===== src/oag_pkg.sv =====
// Shared types and constants of the operand address generator
// -----------------------------------------------------------------------------
// How it works
// - Indirect address read from lower-file word register
// - Indirect address may target any location
// - Only one memory operand per instruction
// - Extended indirect uses 24-bit pointer register
// - Autoincrement adds one for byte, two word
// - Pointer field bit zero selects autoincrement
// - Extended indirect autoincrement updates 24-bit pointer
// - Stack pointer accepted as indirect pointer
// - Short index adds 8-bit constant to base
// - Short reach 255, long 65535, zero 65535
// - Long index adds 16-bit constant to register
// - Stack pointer accepted as short-index base
// - Extended index adds 24-bit offset to base
// - Zero index uses 16-bit instruction address, 24-bit when extended
// - Zero register is 32-bit zero source
// - Direct references bypass the memory controller
// -----------------------------------------------------------------------------
package oag_pkg;
   localparam logic [7:0] ZERO_REG_ADDR = 8'h00;
   localparam logic [7:0] PTR_FIELD_MASK = 8'hfe;
   localparam logic [7:0] PAGE_ZERO = 8'h00;
   localparam logic [23:0] INC_BYTE = 24'h000001;
   localparam logic [23:0] INC_WORD = 24'h000002;

   typedef enum logic [2:0] {
      OAG_DIRECT, OAG_INDIRECT, OAG_SHORT_IDX, OAG_LONG_IDX, OAG_ZERO_IDX
   } oag_mode_e;

   typedef enum logic [2:0] {
      OAG_S_IDLE, OAG_S_RDREG, OAG_S_CALC, OAG_S_MEM, OAG_S_WB, OAG_S_DONE
   } oag_state_e;

   typedef struct packed {
      oag_mode_e mode;
      logic ext;
      logic byte_op;
      logic [7:0] reg_field;
      logic [23:0] disp;
      logic single_ref;
   } oag_req_s;

   typedef struct packed {
      oag_state_e st;
      oag_req_s q;
      logic ainc;
      logic [7:0] reg_addr;
      logic [31:0] ptr;
      logic req_ready;
      logic rf_rd_en;
      logic mem_req;
      logic [23:0] mem_addr;
      logic mem_byte;
      logic rf_wr_en;
      logic [31:0] rf_wr_data;
      logic done;
      logic err;
      logic direct;
   } oag_regs_s;
endpackage


===== src/oag_addr_gen.sv =====
// Operand effective-address generator between decoder, register file and memory
`timescale 1ns/10ps
module oag_addr_gen (
   input wire logic clock,
   input wire logic nrst,
   input wire logic req_valid,
   input oag_pkg::oag_req_s req,
   output logic req_ready,
   output logic rf_rd_en,
   output logic [7:0] rf_rd_addr,
   input wire logic [31:0] rf_rd_data,
   output logic mem_req,
   output logic [23:0] mem_addr,
   output logic mem_byte,
   input wire logic mem_ack,
   output logic rf_wr_en,
   output logic [7:0] rf_wr_addr,
   output logic [31:0] rf_wr_data,
   output logic done,
   output logic err,
   output logic direct
);
   oag_pkg::oag_regs_s r_r;
   oag_pkg::oag_regs_s r_nxt;
   logic [31:0] opnd;
   logic [23:0] inc;
   logic [23:0] ea;

   // -----------------------------------------------------------------------------
   // Next-state logic
   // -----------------------------------------------------------------------------
   always_comb begin
      r_nxt = r_r;
      r_nxt.rf_rd_en = 1'b0;
      r_nxt.rf_wr_en = 1'b0;
      r_nxt.done = 1'b0;
      r_nxt.err = 1'b0;
      r_nxt.direct = 1'b0;
      // A read of the zero register never reaches the file: it reads as 32 bits of zero
      opnd = (r_r.reg_addr == oag_pkg::ZERO_REG_ADDR) ? 32'h00000000 : rf_rd_data;
      inc = r_r.q.byte_op ? oag_pkg::INC_BYTE : oag_pkg::INC_WORD;
      ea = 24'h000000;
      case (r_r.q.mode)
         oag_pkg::OAG_INDIRECT: begin
            if (r_r.q.ext) begin
               ea = opnd[23:0];
            end else begin
               ea = {oag_pkg::PAGE_ZERO, opnd[15:0]};
            end
         end
         oag_pkg::OAG_SHORT_IDX: begin
            // Wraps within 16 bits so the reach is base plus 0..255
            ea = {oag_pkg::PAGE_ZERO, 16'(opnd[15:0] + {8'h00, r_r.q.disp[7:0]})};
         end
         oag_pkg::OAG_LONG_IDX: begin
            if (r_r.q.ext) begin
               ea = 24'(opnd[23:0] + r_r.q.disp);
            end else begin
               ea = {oag_pkg::PAGE_ZERO, 16'(opnd[15:0] + r_r.q.disp[15:0])};
            end
         end
         oag_pkg::OAG_ZERO_IDX: begin
            if (r_r.q.ext) begin
               ea = r_r.q.disp;
            end else begin
               ea = {oag_pkg::PAGE_ZERO, r_r.q.disp[15:0]};
            end
         end
         default: begin
            ea = 24'h000000;
         end
      endcase
      case (r_r.st)
         oag_pkg::OAG_S_IDLE: begin
            if (req_valid) begin
               r_nxt.q = req;
               r_nxt.req_ready = 1'b0;
               r_nxt.ainc = 1'b0;
               r_nxt.reg_addr = req.reg_field;
               if (req.mode == oag_pkg::OAG_DIRECT) begin
                  // Direct operands live in the lower file and need no memory cycle
                  r_nxt.direct = 1'b1;
                  r_nxt.done = 1'b1;
                  r_nxt.st = oag_pkg::OAG_S_DONE;
               end else if (!req.single_ref) begin
                  r_nxt.err = 1'b1;
                  r_nxt.done = 1'b1;
                  r_nxt.st = oag_pkg::OAG_S_DONE;
               end else begin
                  if (req.mode == oag_pkg::OAG_INDIRECT) begin
                     r_nxt.ainc = req.reg_field[0];
                     r_nxt.reg_addr = req.reg_field & oag_pkg::PTR_FIELD_MASK;
                  end
                  // Test the masked address so a field of 01h never reads the zero register
                  r_nxt.rf_rd_en = (req.mode != oag_pkg::OAG_ZERO_IDX) &&
                                   (r_nxt.reg_addr != oag_pkg::ZERO_REG_ADDR);
                  r_nxt.st = oag_pkg::OAG_S_RDREG;
               end
            end
         end
         oag_pkg::OAG_S_RDREG: begin
            r_nxt.st = oag_pkg::OAG_S_CALC;
         end
         oag_pkg::OAG_S_CALC: begin
            r_nxt.ptr = opnd;
            r_nxt.mem_addr = ea;
            r_nxt.mem_byte = r_r.q.byte_op;
            r_nxt.mem_req = 1'b1;
            r_nxt.st = oag_pkg::OAG_S_MEM;
         end
         oag_pkg::OAG_S_MEM: begin
            if (mem_ack) begin
               r_nxt.mem_req = 1'b0;
               if (r_r.ainc) begin
                  r_nxt.rf_wr_en = 1'b1;
                  if (r_r.q.ext) begin
                     r_nxt.rf_wr_data = {r_r.ptr[31:24], 24'(r_r.ptr[23:0] + inc)};
                  end else begin
                     r_nxt.rf_wr_data = {r_r.ptr[31:16], 16'(r_r.ptr[15:0] + inc[15:0])};
                  end
                  r_nxt.st = oag_pkg::OAG_S_WB;
               end else begin
                  r_nxt.done = 1'b1;
                  r_nxt.st = oag_pkg::OAG_S_DONE;
               end
            end
         end
         oag_pkg::OAG_S_WB: begin
            r_nxt.done = 1'b1;
            r_nxt.st = oag_pkg::OAG_S_DONE;
         end
         oag_pkg::OAG_S_DONE: begin
            r_nxt.req_ready = 1'b1;
            r_nxt.st = oag_pkg::OAG_S_IDLE;
         end
         default: begin
            r_nxt.st = oag_pkg::OAG_S_IDLE;
         end
      endcase
   end

   always_ff @(posedge clock) begin
      if (!nrst) begin
         r_r <= '0;
         r_r.st <= oag_pkg::OAG_S_IDLE;
         r_r.req_ready <= 1'b1;
      end else begin
         r_r <= r_nxt;
      end
   end

   // -----------------------------------------------------------------------------
   // Outputs
   // -----------------------------------------------------------------------------
   assign req_ready = r_r.req_ready;
   assign rf_rd_en = r_r.rf_rd_en;
   assign rf_rd_addr = r_r.reg_addr;
   assign mem_req = r_r.mem_req;
   assign mem_addr = r_r.mem_addr;
   assign mem_byte = r_r.mem_byte;
   assign rf_wr_en = r_r.rf_wr_en;
   assign rf_wr_addr = r_r.reg_addr;
   assign rf_wr_data = r_r.rf_wr_data;
   assign done = r_r.done;
   assign err = r_r.err;
   assign direct = r_r.direct;

   // -----------------------------------------------------------------------------
   // Checks
   // -----------------------------------------------------------------------------
   logic [1:0] acks_r;
   always_ff @(posedge clock) begin
      if (!nrst || done) begin
         acks_r <= 2'h0;
      end else if (mem_req && mem_ack) begin
         acks_r <= 2'(acks_r + 2'h1);
      end
   end
endmodule


===== config.mk =====
export PLATFORM = sky130hd
export DESIGN_NAME = oag_addr_gen
export DESIGN_NICKNAME = d
export VERILOG_FILES = /design/src/oag_pkg.sv /design/src/oag_addr_gen.sv
export SDC_FILE = /design/constraint.sdc
export NUM_CORES = 1
export LEC_CHECK = 0
export BUFFER_PORTS_ARGS = -buffer_cell sky130_fd_sc_hd__buf_2
export CAP_MARGIN = 20
export CORE_UTILIZATION = 57
export CTS_CLUSTER_DIAMETER = 80
export DETAILED_ROUTE_END_ITERATION = 6
export PLACE_DENSITY = 0.78
export SLEW_MARGIN = 20
export SYNTH_ARGS = -nofsm -noshare
export SYNTH_HDL_FRONTEND = slang
export SYNTH_SLANG_ARGS = --single-unit

===== constraint.sdc =====
create_clock -name clock -period 5.2 [get_ports clock]
set_input_delay 0.52 -clock clock [delete_from_list [all_inputs] [get_ports clock]]
set_output_delay 0.52 -clock clock [all_outputs]
set_load 0.05 [all_outputs]

==> results.md <==
* Final setup vio count at 0
* Hold Fails Final Rpt at 0
* Die W at 124 um
* Placed Cells incl. Taps at 1284
* Num Clock Sinks at 137
* Slowest cell on the critical path: a221oi_1
* Final Cell Area at 0.00921 sq mm
* Synth Flop Type: dfxtp_1
* F_max at 247 MHz
* Syn Inst Count at 1084
* # hold bufs at CTS at 0
* Hold Path Class: in -> reg
* Pre-CTS WS at 1.24 ns
* Synth unique cells at 78
* Leading cell types in the layout, fill and taps excluded: 234 x nand2_1, 152 x buf_2, 137 x dfxtp_1
* Mapped Avg Cell Area at 7.77 sq um
* Worst relative slew slack at 0.272
* Peak supply drop at 226 uV
* FF/Latch Area at 0.00274 sq mm
* Post-DR vias/cell at 5.75
* H-tree depth at 4
* WP data required at 5.56 ns
* Mapped cell area at 0.00843 sq mm
* RSZ-0062 raised after global routing: no
* CTS tree: yes
* Cell Chain, Critical Path: nor4_1 -> nand2_1 -> and2_1 -> ha_1 -> inv_1 -> fa_1 -> nand2b_1 -> a21oi_1 -> a221oi_1 -> mux2_2 -> o22ai_1 -> a32oi_1 -> o22ai_1 -> a22oi_1 -> nor2b_1
* Wirelength per Cell at 16.3 um
* DR DRC count at 0
* Pwr per Cell Area at 342 mW/mm^2
* Post-DP HPWL at 15.1 mm
* Hold endpoint: err$_SDFF_PP0_
* Diodes inserted at 0
* CP Class: reg -> reg
* GPL Wtd Cong at 0.926
* GRT overflow at 0
* First DRT Iteration DRCs at 554
* Final worst setup slack at 1.16 ns
* Worst Reg2Reg Path Length in Cells at 15
* Global-route wire length before repair at 33.3 mm
* CP Launch Type: flip-flop
* Footprint of the multi-input gates at 0.00479 sq mm
* Register area share after synthesis at 0.325
* R2r startpoint: rf_rd_addr[0]$_SDFFE_PN0P_
* Io pins at 154
* Port buffer count at 153
* Area post-placement at 0.00864 sq mm
* Gr usage total at 0.282
* Routed Antenna Nets at 0
* Initial antenna violation count at 0
* Vias in the first global route at 6562
* Layout cells sized above 1 at 0.187
* Final #Nets at 1214
* Register-to-Register Setup Slack at 1.16 ns
* Num CTS Buffers at 17
* Hold WS at 0.336 ns
* # Max-Cap Violations at 0
* Yosys warns at 0
* Lkg Pwr at 0.00395 uW
* Crit Path Max Fanout at 10
* Clock Skew at 0.00526 ns
* Final Cycle Share at 0.778
* Finished Layout Cells at 1316
* Critical Path Max Stage Delay at 0.74 ns
* Capture point of the worst reg-to-reg path: mem_addr[8]$_SDFFE_PN0P_
* Final critical-path required period at 4.04 ns
* Worst hold start: req[0]
* CTS clk-pin slew, worst paths at 0.06 ns
* Post-synth EDFFs at 0
* Post-synth ARST share at 0
* Crit path top cell by count: o22ai_1
* Clk Latency, worst-skew pair at 0.42 ns
* WHS Path Cells at 2
* Post-CTS Resized at 0
* Critical Path Source: rf_rd_addr[0]$_SDFFE_PN0P_
* CP Capture Type: flip-flop
* Die height at 124 um
* CTS root buffer: clkbuf_16
* WL final at 21.4 mm
* Initial Util at 0.582
* First drt pass iteration count at 5
* Clk buf depth at 2
* FF+latch count, synth at 137
* Area grow syn2layout at 9.29%
* Synthesized net count at 1179
* Largest net degree at the start of global routing at 104
* Row count at 44
* Vias at 7563
* TNS Setup at 0 ns
* Most common cell after layout, fill and taps aside: nand2_1
* Die area at 0.0153 sq mm
* Setup bufs post-CTS at 0
* Worst Max-Slew Pin Slew at 1.09 ns
* Layout fillers at 1347
* CP arrival at 4.40 ns
* Fin. max-slew vios at 0
* Core ar. at 0.0145 sq mm
* Status: finished clean
-- synth_stat cells, types with 4 or more instances --
cell type	n	area, sq um
a21oi_1	35	175
xor2_1	27	236
nand2b_1	11	68.8
ha_1	19	238
buf_4	74	556
clkbuf_1	62	233
dfxtp_1	137	2740
a21o_1	6	45.0
nor2_1	35	131
nand3b_1	4	30.0
nand4_1	7	43.8
inv_1	17	63.8
o21ai_0	57	285
nor2b_1	12	75.1
a31oi_1	9	56.3
nand2_1	234	878
a22oi_1	26	195
a22o_1	4	35.0
xnor2_1	20	175
nand3_1	34	170
a222oi_1	4	40.0
nor3b_1	4	30.0
nor3_1	14	70.1
and2_1	34	213
nor4_1	7	43.8
a21boi_0	76	571
or3_1	4	25.0
o2111ai_1	4	35.0
o22ai_1	6	37.5
o211a_1	22	220
and3_1	11	68.8
-- worst max path at each step --
stage                                endpoint  slack, ns  cells past startpoint
finish               mem_addr[8]$_SDFFE_PN0P_       1.16                     15
global placement     mem_addr[8]$_SDFFE_PN0P_       1.30                     13
CTS                  mem_addr[8]$_SDFFE_PN0P_       1.22                     13
global route         mem_addr[8]$_SDFFE_PN0P_       0.83                     15
floorplan           mem_addr[19]$_SDFFE_PN0P_       1.59                     16
detailed placement   mem_addr[8]$_SDFFE_PN0P_       1.24                     13
-- logic make-up after synthesis --
| family | share of synthesized area |
|---|---|
| xor+xnor | 0.0488 |
| buf+inv | 0.108 |
| simple gates | 0.235 |
| compound gates | 0.241 |
| flops | 0.325 |
| fa+ha+maj | 0.0379 |
| mux | 0.00371 |
-- area by class of cell --
cell class                      instances  area share
Multi-Input combinational cell        785       0.520
Sequential cell                       137       0.298
Timing Repair Buffer                  160      0.0891
Clock buffer                           19      0.0481
Tap cell                              184      0.0250
Clock inverter                         13      0.0129
Inverter                               18     0.00734
-- per-stage QoR --
step,power [uW],utilization
floorplan,1820,-
global placement,1990,0.597
detailed placement,2000,0.597
CTS,3150,0.636
global route,3300,0.636
finish,3150,0.636
-- power breakdown --
group	total [uW]	switching, uW	internal, uW
clock	1160	484	672
combinational	805	535	270
sequential	1190	83.1	1110
total	3150	1100	2050
-- registers in the layout, indices dropped and copies added (netlist names) --
register and flops:
mem_byte 1, err 1, rf_wr_en 1, rf_rd_addr 1, rf_wr_data 32, rf_rd_en 1, req_ready 1, mem_req 1
mem_addr 24, direct 1, r_r 72, done 1
-- critical path: cells and delay by family (launching register included) --
kind | cells | cell delay (ns)
flops | 1 | 0.35
fa+ha+maj | 2 | 0.39
simple gates | 5 | 1.38
buf+inv | 1 | 0.07
mux | 1 | 0.41
compound gates | 6 | 1.35
-- layer usage --
layer / global-route usage / vias up / wire, um
met5: 0 / - / 0
met4: 0.0926 / 0 / 285
met3: 0.0604 / 27 / 1630
met2: 0.420 / 301 / 9290
met1: 0.402 / 3453 / 10200
li1: - / 3782 / -
No activity file was read; power rests on OpenSTA's default activity.
